`config.mk`:
```
export PLATFORM = sky130hd
export DESIGN_NAME = tmr16_top
export DESIGN_NICKNAME = d
export VERILOG_FILES = /design/src/rtl/tmr16_pkg.sv /design/src/rtl/tmr16_tick_if.sv /design/src/rtl/tmr16_clk_sel.sv /design/src/rtl/tmr16_top.sv
export SDC_FILE = /design/constraint.sdc
export NUM_CORES = 1
export LEC_CHECK = 0
export BUFFER_PORTS_ARGS = -buffer_cell sky130_fd_sc_hd__clkbuf_2
export CELL_PAD_IN_SITES_DETAIL_PLACEMENT = 1
export CELL_PAD_IN_SITES_GLOBAL_PLACEMENT = 1
export CORE_MARGIN = 3
export CORE_UTILIZATION = 41
export CTS_CLUSTER_DIAMETER = 80
export CTS_CLUSTER_SIZE = 28
export DETAILED_ROUTE_END_ITERATION = 10
export GPL_ROUTABILITY_DRIVEN = 0
export PLACE_DENSITY_LB_ADDON = 0.2
export SYNTH_ARGS = -nofsm -noshare
export SYNTH_HDL_FRONTEND = slang
export SYNTH_SLANG_ARGS = --single-unit
```
`constraint.sdc`:
```
create_clock -name clk_in -period 2.41 [get_ports clk_in]
set_input_delay 0.1205 -clock clk_in [delete_from_list [all_inputs] [get_ports clk_in]]
set_output_delay 0.1205 -clock clk_in [all_outputs]
set_load 0.005 [all_outputs]
```
`src/rtl/tmr16_pkg.sv`:
```
// Purpose: Shared constants for the 16-bit interval/PWM/capture timer
// Assumes: 8-bit register port, one clock domain at 250 MHz
// Notes: Offsets, fields, reset values and encodings live here only
package tmr16_pkg;
  // Register indices on the plain register port
  localparam logic [3:0] TMR16_ADDR_CTRL = 4'h0;
  localparam logic [3:0] TMR16_ADDR_REF_LO = 4'h1;
  localparam logic [3:0] TMR16_ADDR_REF_HI = 4'h2;
  localparam logic [3:0] TMR16_ADDR_CNT_LO = 4'h3;
  localparam logic [3:0] TMR16_ADDR_CNT_HI = 4'h4;
  localparam logic [3:0] TMR16_ADDR_PEND = 4'h5;
  localparam logic [3:0] TMR16_ADDR_PCFG = 4'h6;
  localparam logic [3:0] TMR16_ADDR_STAT = 4'h7;
  localparam logic [3:0] TMR16_ADDR_MASK = 4'h8;
  // Control register fields
  localparam int TMR16_CTRL_SEL_HI = 7;
  localparam int TMR16_CTRL_SEL_LO = 5;
  localparam int TMR16_CTRL_MODE_HI = 4;
  localparam int TMR16_CTRL_MODE_LO = 4;
  localparam int TMR16_CTRL_CLR = 3;
  localparam int TMR16_CTRL_EDGE = 2;
  localparam int TMR16_CTRL_MIE = 1;
  localparam int TMR16_CTRL_OIE = 0;
  localparam logic [7:0] TMR16_CTRL_RESET = 8'h00;
  // Clock select codes
  localparam logic [2:0] TMR16_SEL_D1024 = 3'h0;
  localparam logic [2:0] TMR16_SEL_D256 = 3'h1;
  localparam logic [2:0] TMR16_SEL_D64 = 3'h2;
  localparam logic [2:0] TMR16_SEL_D8 = 3'h3;
  localparam logic [2:0] TMR16_SEL_D1 = 3'h4;
  localparam logic [2:0] TMR16_SEL_EXT_RISE = 3'h5;
  localparam logic [2:0] TMR16_SEL_EXT_FALL = 3'h6;
  localparam logic [2:0] TMR16_SEL_STOP = 3'h7;
  // Pending bit positions and capture source code
  localparam int TMR16_PND_OVF = 2;
  localparam int TMR16_PND_MC = 3;
  localparam logic [1:0] TMR16_CAPSRC_PIN = 2'h0;
  // Interrupt status bits
  localparam int TMR16_ST_OVF = 0;
  localparam int TMR16_ST_MC = 1;
  localparam int TMR16_PRESC_W = 10;
  localparam logic [15:0] TMR16_CNT_MAX = 16'hFFFF;
  typedef enum logic [1:0] {
    TMR16_MODE_INTERVAL,
    TMR16_MODE_CAPTURE,
    TMR16_MODE_PWM
  } tmr16_mode_e;
endpackage

```
`src/rtl/tmr16_tick_if.sv`:
```
// Purpose: Carries the counting tick from the clock selector to the core
// Assumes: Single clock domain
// Notes: One-cycle pulse per active timer clock edge
`timescale 1ns/1ns
interface tmr16_tick_if;
  logic tick;
  logic [2:0] sel;
  modport src (input sel, output tick);
  modport dst (output sel, input tick);
endinterface

```
`src/rtl/tmr16_clk_sel.sv`:
```
// Purpose: Prescaler and timer clock selection
// Assumes: External count clock synchronous to clk_in
// Notes: Emits one tick per selected divided or external edge
`timescale 1ns/1ns
module tmr16_clk_sel
  import tmr16_pkg::*;
(
  // Clock and reset
  input wire logic clk_in,
  input wire logic reset_in,
  // External count clock
  input wire logic ext_clk_in,
  // Tick towards the core
  tmr16_tick_if.src tk
);
  logic [TMR16_PRESC_W-1:0] presc;
  logic [TMR16_PRESC_W-1:0] next_presc;
  logic ext_prev;
  logic next_tick;
  logic ext_rise;
  logic ext_fall;
  logic tick_r;

  ///////////////////////////////////////////////////////////////////////
  // Divider taps: a tick when the low bits roll over to zero
  assign next_presc = presc + 1'b1;
  assign ext_rise = ext_clk_in & ~ext_prev;
  assign ext_fall = ~ext_clk_in & ext_prev;
  always_comb begin
    case (tk.sel)
      TMR16_SEL_D1024: next_tick = (presc == '1);
      TMR16_SEL_D256: next_tick = (presc[7:0] == 8'hFF);
      TMR16_SEL_D64: next_tick = (presc[5:0] == 6'h3F);
      TMR16_SEL_D8: next_tick = (presc[2:0] == 3'h7);
      TMR16_SEL_D1: next_tick = 1'b1;
      TMR16_SEL_EXT_RISE: next_tick = ext_rise;
      TMR16_SEL_EXT_FALL: next_tick = ext_fall;
      default: next_tick = 1'b0; // Stopped
    endcase
  end
  assign tk.tick = tick_r;

  // Free-running prescaler; tick registered for clean timing
  always_ff @(posedge clk_in) begin
    if (reset_in) begin
      presc <= '0;
      ext_prev <= 1'b0;
      tick_r <= 1'b0;
    end else begin
      presc <= next_presc;
      ext_prev <= ext_clk_in;
      tick_r <= next_tick;
    end
  end
endmodule

```
`src/rtl/tmr16_top.sv`:
```
// Purpose: 16-bit timer with interval, PWM and capture modes
// Assumes: Pins synchronous to clk_in; 8-bit register port
// Notes: Reference register doubles as capture register
// What this block does
// - Two interrupt requests: overflow and match/capture, distinct.
// - Overflow pending clears on service ack or software zero write.
// - Interval mode: match raises request, clears counter, counting goes on.
// - Interval mode: toggle output inverts on every match.
// - PWM mode: match leaves counter alone; it wraps FFFF to 0000.
// - PWM output low while reference <= counter, else high.
// - PWM period is 65536 timer clocks.
// - Capture mode: input edge copies counter into data register.
// - Capture edge selectable rising or falling.
// - Capture source field value 00 selects the capture pin.
// - Capture mode: overflow request on every counter overflow.
// - Capture mode: match/capture request on every capture load.
// - Timer clock: sysclk/1024,/256,/64,/8,/1 or external pin.
// - Writing one to control bit 3 clears counter; control resets 00.
// - Select bits 7..5 at 111 stop the counter.
`timescale 1ns/1ns
module tmr16_top
  import tmr16_pkg::*;
(
  // Clock and reset
  input wire logic clk_in,
  input wire logic reset_in,
  // Register port
  input wire logic [3:0] addr_in,
  input wire logic [7:0] wdata_in,
  input wire logic wr_in,
  input wire logic rd_in,
  output logic [7:0] rdata_out,
  // Interrupt service acknowledges
  input wire logic ovf_ack_in,
  // Pins
  input wire logic external_count_clock_in,
  input wire logic capture_input_pin_in,
  output logic pulse_output_pin_out,
  output logic toggle_output_pin_out,
  // Interrupt outputs
  output logic overflow_irq_out,
  output logic match_capture_irq_out,
  output logic irq_out
);
  logic [7:0] timer_control_reg;
  logic [15:0] ref_data;
  logic [15:0] cnt;
  logic [1:0] pend;
  logic [1:0] port_pin_config_high;
  logic [1:0] stat;
  logic [1:0] mask;
  logic cap_prev;
  logic toggle_q;
  logic pwm_q;
  logic [7:0] next_rdata;
  logic [15:0] next_cnt;
  tmr16_mode_e mode;
  logic pcap_en;
  logic pcap_cfg;
  logic cap_rise_sel;
  logic clr_wr;
  logic tick;
  logic match;
  logic wrap;
  logic ovf_evt;
  logic match_evt;
  logic cap_edge;
  logic cap_evt;
  logic mc_evt;
  logic wr_ctrl;
  logic wr_pend;
  logic rd_stat;
  tmr16_tick_if tk ();

  ///////////////////////////////////////////////////////////////////////
  // Clock selection
  tmr16_clk_sel u_clk_sel (
    .clk_in(clk_in),
    .reset_in(reset_in),
    .ext_clk_in(external_count_clock_in),
    .tk(tk)
  );
  assign tk.sel = timer_control_reg[TMR16_CTRL_SEL_HI:TMR16_CTRL_SEL_LO];
  assign tick = tk.tick;

  ///////////////////////////////////////////////////////////////////////
  // Mode decode; bit 4 picks PWM, else capture when the capture enable (port config bit 2) is set
  assign mode = timer_control_reg[TMR16_CTRL_MODE_HI] ? TMR16_MODE_PWM :
                (pcap_en ? TMR16_MODE_CAPTURE : TMR16_MODE_INTERVAL);

  // Capture enable lives in config bit 2 of the port config register
  assign pcap_en = pcap_cfg;
  assign cap_rise_sel = timer_control_reg[TMR16_CTRL_EDGE];

  ///////////////////////////////////////////////////////////////////////
  // Counter events
  assign wr_ctrl = wr_in && (addr_in == TMR16_ADDR_CTRL);
  assign wr_pend = wr_in && (addr_in == TMR16_ADDR_PEND);
  assign rd_stat = rd_in && (addr_in == TMR16_ADDR_STAT);
  assign clr_wr = wr_ctrl && wdata_in[TMR16_CTRL_CLR];
  assign match = tick && (cnt == ref_data) &&
                 (mode == TMR16_MODE_INTERVAL);
  assign match_evt = match;
  assign wrap = tick && (cnt == TMR16_CNT_MAX) && !match;
  assign ovf_evt = wrap;
  assign cap_edge = cap_rise_sel ? (capture_input_pin_in & ~cap_prev) :
                    (~capture_input_pin_in & cap_prev);
  assign cap_evt = cap_edge && (mode == TMR16_MODE_CAPTURE) &&
                   (port_pin_config_high == TMR16_CAPSRC_PIN);
  assign mc_evt = match_evt || cap_evt;

  // Next counter: clear on write or interval match, else +1 per tick
  always_comb begin
    if (clr_wr || match) begin
      next_cnt = '0;
    end else if (tick) begin
      next_cnt = cnt + 16'h0001; // wraps naturally
    end else begin
      next_cnt = cnt;
    end
  end

  // Counter, control and configuration registers
  always_ff @(posedge clk_in) begin
    if (reset_in) begin
      cnt <= '0;
      timer_control_reg <= TMR16_CTRL_RESET;
      ref_data <= '0;
      port_pin_config_high <= TMR16_CAPSRC_PIN;
      pcap_cfg <= 1'b0;
      mask <= '0;
    end else begin
      cnt <= next_cnt;
      if (wr_ctrl) begin
        timer_control_reg <= wdata_in & 8'hF7; // Clear bit self-clears
      end
      if (cap_evt) begin
        ref_data <= cnt;
      end else if (wr_in && addr_in == TMR16_ADDR_REF_LO) begin
        ref_data[7:0] <= wdata_in;
      end else if (wr_in && addr_in == TMR16_ADDR_REF_HI) begin
        ref_data[15:8] <= wdata_in;
      end
      if (wr_in && addr_in == TMR16_ADDR_PCFG) begin
        port_pin_config_high <= wdata_in[1:0];
        pcap_cfg <= wdata_in[2];
      end
      if (wr_in && addr_in == TMR16_ADDR_MASK) begin
        mask <= wdata_in[1:0];
      end
    end
  end

  ///////////////////////////////////////////////////////////////////////
  // Pending flags; a set in the same cycle beats any clear
  always_ff @(posedge clk_in) begin
    if (reset_in) begin
      pend <= '0;
    end else begin
      if (ovf_evt) begin
        pend[0] <= 1'b1;
      end else if (ovf_ack_in ||
                   (wr_pend && !wdata_in[TMR16_PND_OVF])) begin
        pend[0] <= 1'b0;
      end
      if (mc_evt) begin
        pend[1] <= 1'b1;
      end else if (wr_pend && !wdata_in[TMR16_PND_MC]) begin
        pend[1] <= 1'b0; // software only
      end
    end
  end

  // Sticky status cleared by reading it; events win over the read
  always_ff @(posedge clk_in) begin
    if (reset_in) begin
      stat <= '0;
    end else begin
      stat[TMR16_ST_OVF] <= ovf_evt | (stat[TMR16_ST_OVF] & ~rd_stat);
      stat[TMR16_ST_MC] <= mc_evt | (stat[TMR16_ST_MC] & ~rd_stat);
    end
  end

  // Two separate requests, gated by their enables
  assign overflow_irq_out = pend[0] & timer_control_reg[TMR16_CTRL_OIE];
  assign match_capture_irq_out = pend[1] &
                                 timer_control_reg[TMR16_CTRL_MIE];
  assign irq_out = |(stat & mask);

  ///////////////////////////////////////////////////////////////////////
  // Pin outputs from flip-flops
  always_ff @(posedge clk_in) begin
    if (reset_in) begin
      cap_prev <= 1'b0;
      toggle_q <= 1'b0;
      pwm_q <= 1'b0;
    end else begin
      cap_prev <= capture_input_pin_in;
      if (match_evt) begin
        toggle_q <= ~toggle_q;
      end
      pwm_q <= (mode == TMR16_MODE_PWM) && (ref_data > next_cnt);
    end
  end
  assign pulse_output_pin_out = pwm_q;
  assign toggle_output_pin_out = toggle_q;

  ///////////////////////////////////////////////////////////////////////
  // Read mux; unmapped reads return zero
  always_comb begin
    case (addr_in)
      TMR16_ADDR_CTRL: next_rdata = timer_control_reg;
      TMR16_ADDR_REF_LO: next_rdata = ref_data[7:0];
      TMR16_ADDR_REF_HI: next_rdata = ref_data[15:8];
      TMR16_ADDR_CNT_LO: next_rdata = cnt[7:0];
      TMR16_ADDR_CNT_HI: next_rdata = cnt[15:8];
      TMR16_ADDR_PEND: next_rdata = {4'h0, pend, 2'h0};
      TMR16_ADDR_PCFG: next_rdata = {5'h00, pcap_cfg,
                                     port_pin_config_high};
      TMR16_ADDR_STAT: next_rdata = {6'h00, stat};
      TMR16_ADDR_MASK: next_rdata = {6'h00, mask};
      default: next_rdata = 8'h00;
    endcase
  end
  always_ff @(posedge clk_in) begin
    if (reset_in) begin
      rdata_out <= 8'h00;
    end else begin
      rdata_out <= rd_in ? next_rdata : 8'h00;
    end
  end

  ///////////////////////////////////////////////////////////////////////
  // Checks
  a_match_clears: assert property (@(posedge clk_in) disable iff (reset_in)
    match |=> cnt == 16'h0000) else $error("match did not clear");
  a_toggle_flip: assert property (@(posedge clk_in) disable iff (reset_in)
    match |=> toggle_q != $past(toggle_q)) else $error("no toggle");
  a_pwm_wraps: assert property (@(posedge clk_in) disable iff (reset_in)
    (mode == TMR16_MODE_PWM && tick && cnt == TMR16_CNT_MAX && !clr_wr)
    |=> cnt == 16'h0000) else $error("pwm wrap wrong");
  a_pwm_level: assert property (@(posedge clk_in) disable iff (reset_in)
    (mode == TMR16_MODE_PWM) && $stable(mode) |=>
    pwm_q == (ref_data > cnt) || $past(cap_evt))
    else $error("pwm level wrong");
  a_capture_load: assert property (@(posedge clk_in) disable iff (reset_in)
    cap_evt |=> ref_data == $past(cnt) && pend[1])
    else $error("capture load lost");
  a_ovf_pend: assert property (@(posedge clk_in) disable iff (reset_in)
    ovf_evt |=> pend[0]) else $error("overflow not pended");
  a_mc_sticky: assert property (@(posedge clk_in) disable iff (reset_in)
    pend[1] && !(wr_pend && !wdata_in[TMR16_PND_MC]) |=> pend[1])
    else $error("mc pending lost");
  a_stop_holds: assert property (@(posedge clk_in) disable iff (reset_in)
    (tk.sel == TMR16_SEL_STOP) && $past(tk.sel == TMR16_SEL_STOP) &&
    !clr_wr |=> $stable(cnt)) else $error("stopped counter moved");
  a_clear_write: assert property (@(posedge clk_in) disable iff (reset_in)
    clr_wr |=> cnt == 16'h0000) else $error("clear ignored");
  c_match: cover property (@(posedge clk_in) match);
  c_capture: cover property (@(posedge clk_in) cap_evt);
  c_wrap: cover property (@(posedge clk_in) wrap);
endmodule

```
==> summary.txt <==
Clocking
  – Sink Count: 71
  – CTS tree: done
  – Clock Latency Late Sink: 0.35 ns
  – CTS Hold Bufs: 0
  – CTS Buf Count: 9
  – Root Driver: clkbuf_8
  – H-Tree Level Count: 3
  – Clk buf depth: 2
  – Clock slew at reported path FFs: roughly 0.09 ns

Die
  – CORE AREA: slightly above 0.009 sq mm
  – Site Rows: 35
  – DIE AREA: between 0.01 and 0.015 sq mm
  – Die Width: roughly 100 um
  – Initial Util: between 40 and 50%
  – Chip height: ~100 um
  – I/O pin count: 32

Finish
  – Non-filler cells, final: around 700
  – Commonest non-fill, non-tap cell in the layout: buf_4
  – Post-layout util: a little under three fifths
  – Most frequent cells in the layout: buf_4, dfxtp_1, nand2_1
  – Antenna Cells: 0
  – Largest regs: cnt x16, ref_data x16, u_clk_sel.presc x10
  – Layout area overhead: 34.3%
  – Post-layout net count: 605
  – Share of cells above drive strength 1: 32.5%
  – Final instance area: 0.00527 sq mm

Global routing
  – Total track usage: 25.7%
  – Total gr overflow: 0
  – Initial antenna violation count: 1
  – Number of global-route vias before repair: around 4,100
  – Pin count of the biggest net entering global routing: 47
  – First-pass GRT wire length: 22.2 mm

Logic synthesis
  – EDFF count, synth: 0
  – Area contributors post-synth: dfxtp_1, nand2_1, ha_1, xnor2_1, nand3_1
  – Distinct cells, synth: 52
  – Synth top area share: 36.2%
  – Async S/R FF share, synth: 0%
  – Post-Syn Nets: slightly above 500
  – Syn Std Cell Area: 0.00393 sq mm
  – Syn avg cell area: 8.35 sq um
  – Top FF cell, synth: dfxtp_1
  – Seq/Total Area, Yosys: a little over a third
  – Mapped Cells: 470
  – Seq cells post-synth: 71
  – Synth area leader: dfxtp_1
  – Yosys warnings: 0

Drt
  – Detailed-route DRC error count: 0
  – Via count: 4,229
  – DRT Pass-1 Iters: 5
  – Routed len/inst: approximately 23 um
  – ANT nets after route: 0
  – DR iter-0 viols: 259
  – Avg Vias per Cell: 6.03
  – Post-Route WL: 15.8 mm

Placed design
  – Placement Cell Area: 0.00471 sq mm
  – Pre-CTS setup slack: -0.316 ns
  – Placed cells: 675
  – Port buffer count: 31
  – DP HPWL: 9.96 mm

Timing
  – Max Freq: roughly 350 MHz
  – Final setup fails: 1
  – Final worst slack: -0.415 ns
  – WHS: 0.0158 ns
  – Final period util: 117%
  – Fin. max-slew vios: 0
  – Setup Skew: 0.0135 ns
  – Hold Vio Cnt, Final: 0
  – Max-slew headroom: 38.0%
  – RSZ-0062 raised after global routing: yes
  – Setup TNS: -0.415 ns
  – Least-Margin Pin Slew: 0.925 ns
  – Min Tclk post-route: 2.83 ns

Power
  – VDD IR-drop max: 0.299 mV
  – Power Dens Cells: 445 mW/mm^2
  – Power Total: 2.35 mW
  – Lkg Pwr: 2.26 nW

Worst setup path
  – Worst EP required: 2.70 ns
  – Startpoint types: register
  – Crit-path max FO: 3
  – Most used cell, CP: buf_4
  – Critical Path End Type: register
  – CP max stage delay: 0.47 ns
  – Slowest cell on crit path: dfxtp_1
  – CP arrival: 3.11 ns
  – CP Cell Sequence: nand4_1, nor3_2, buf_4, xor2_1, nand2_4, ha_4, nand4_1, buf_4, buf_4, a21oi_4, o21bai_1, a21oi_2
  – CP Class: register to register

Flow run
  – Max-cap violations: 0

Run status
  – Outcome: complete, but fails checks
  – Violated checks: negative setup slack

Hold path
  – Min-delay worst type: input pin to register
-- cell families (layout without fill, tap and decap cells) --
logic type | Yosys count | after routing | share of synthesized area, %
simple gates | 210 | 210 | 27.0
buf+inv | 37 | 139 | 4.81
flops | 71 | 71 | 36.2
xor+xnor | 38 | 38 | 8.48
mux | 10 | 10 | 2.65
fa+ha+maj | 19 | 19 | 6.05
compound gates | 85 | 85 | 14.9
-- critical path, delay by kind of cell (launching register included) --
family | cells | cell delay [ns]
simple gates | 4 | 0.76
fa+ha+maj | 1 | 0.28
compound gates | 3 | 0.35
flops | 1 | 0.47
buf+inv | 3 | 0.53
xor+xnor | 1 | 0.35
-- what timing repair did --
action / 4_1_cts / 5_1_grt
pin swaps: 9 / 20
buffers inserted: 6 / 5
resized for setup: 14 / 42
endpoints found under the setup margin: 1 / 1
cloned: 0 / 1
-- final timing paths --
check,from,to,slack [ns],cells past startpoint
max,cnt[8],pulse_output_pin_out,-0.42,12
min,external_count_clock_in,u_clk_sel.ext_prev,0.02,2
max reg2reg,cnt[8],pulse_output_pin_out,-0.42,12
min reg2reg,u_clk_sel.presc[0],u_clk_sel.presc[0],0.48,1
-- cells in the mapped netlist, types with 9 or more instances --
| master | instances |
|---|---|
| dfxtp_1 | 71 |
| nand2_1 | 65 |
| nor2_1 | 37 |
| nand3_1 | 36 |
| and3_1 | 23 |
| a21oi_1 | 22 |
| xnor2_1 | 21 |
| ha_1 | 19 |
| xor2_1 | 17 |
| a311oi_1 | 16 |
| clkbuf_1 | 14 |
| a22oi_1 | 12 |
| nand4_1 | 11 |
| a31oi_1 | 10 |
| nor3_1 | 9 |
-- power breakdown --
group / total [mW] / switching, mW / internal (mW) / leakage [nW]
Combinational: 0.225 / 0.133 / 0.0921 / 1.59
Clock: 0.930 / 0.524 / 0.406 / 0.0849
Sequential: 1.19 / 0.0122 / 1.18 / 0.579
-- final cells by class --
| type | count | area [sq um] |
|---|---|---|
| well taps | 129 | 161 |
| multi-input cells | 362 | 2610 |
| flip-flops and latches | 71 | 1440 |
| inverters | 5 | 18.8 |
| fillers | 1111 | 4010 |
| repair buffers | 118 | 858 |
| clock inverters | 6 | 45.0 |
| clock buffers | 10 | 138 |
-- per-layer routing --
layer  share of wire (%)  up-vias  global-route usage (%)  wire (um)
met4                 5.4        2                    9.02        851
met1                  40     2067                    32.3       6270
met5               0.070        -                       0         11
met2                  48      199                    44.4       7670
met3                 6.4       79                    4.35       1010
li1                    -     1882                       -          -
No activity file was read; power rests on OpenSTA's default activity.
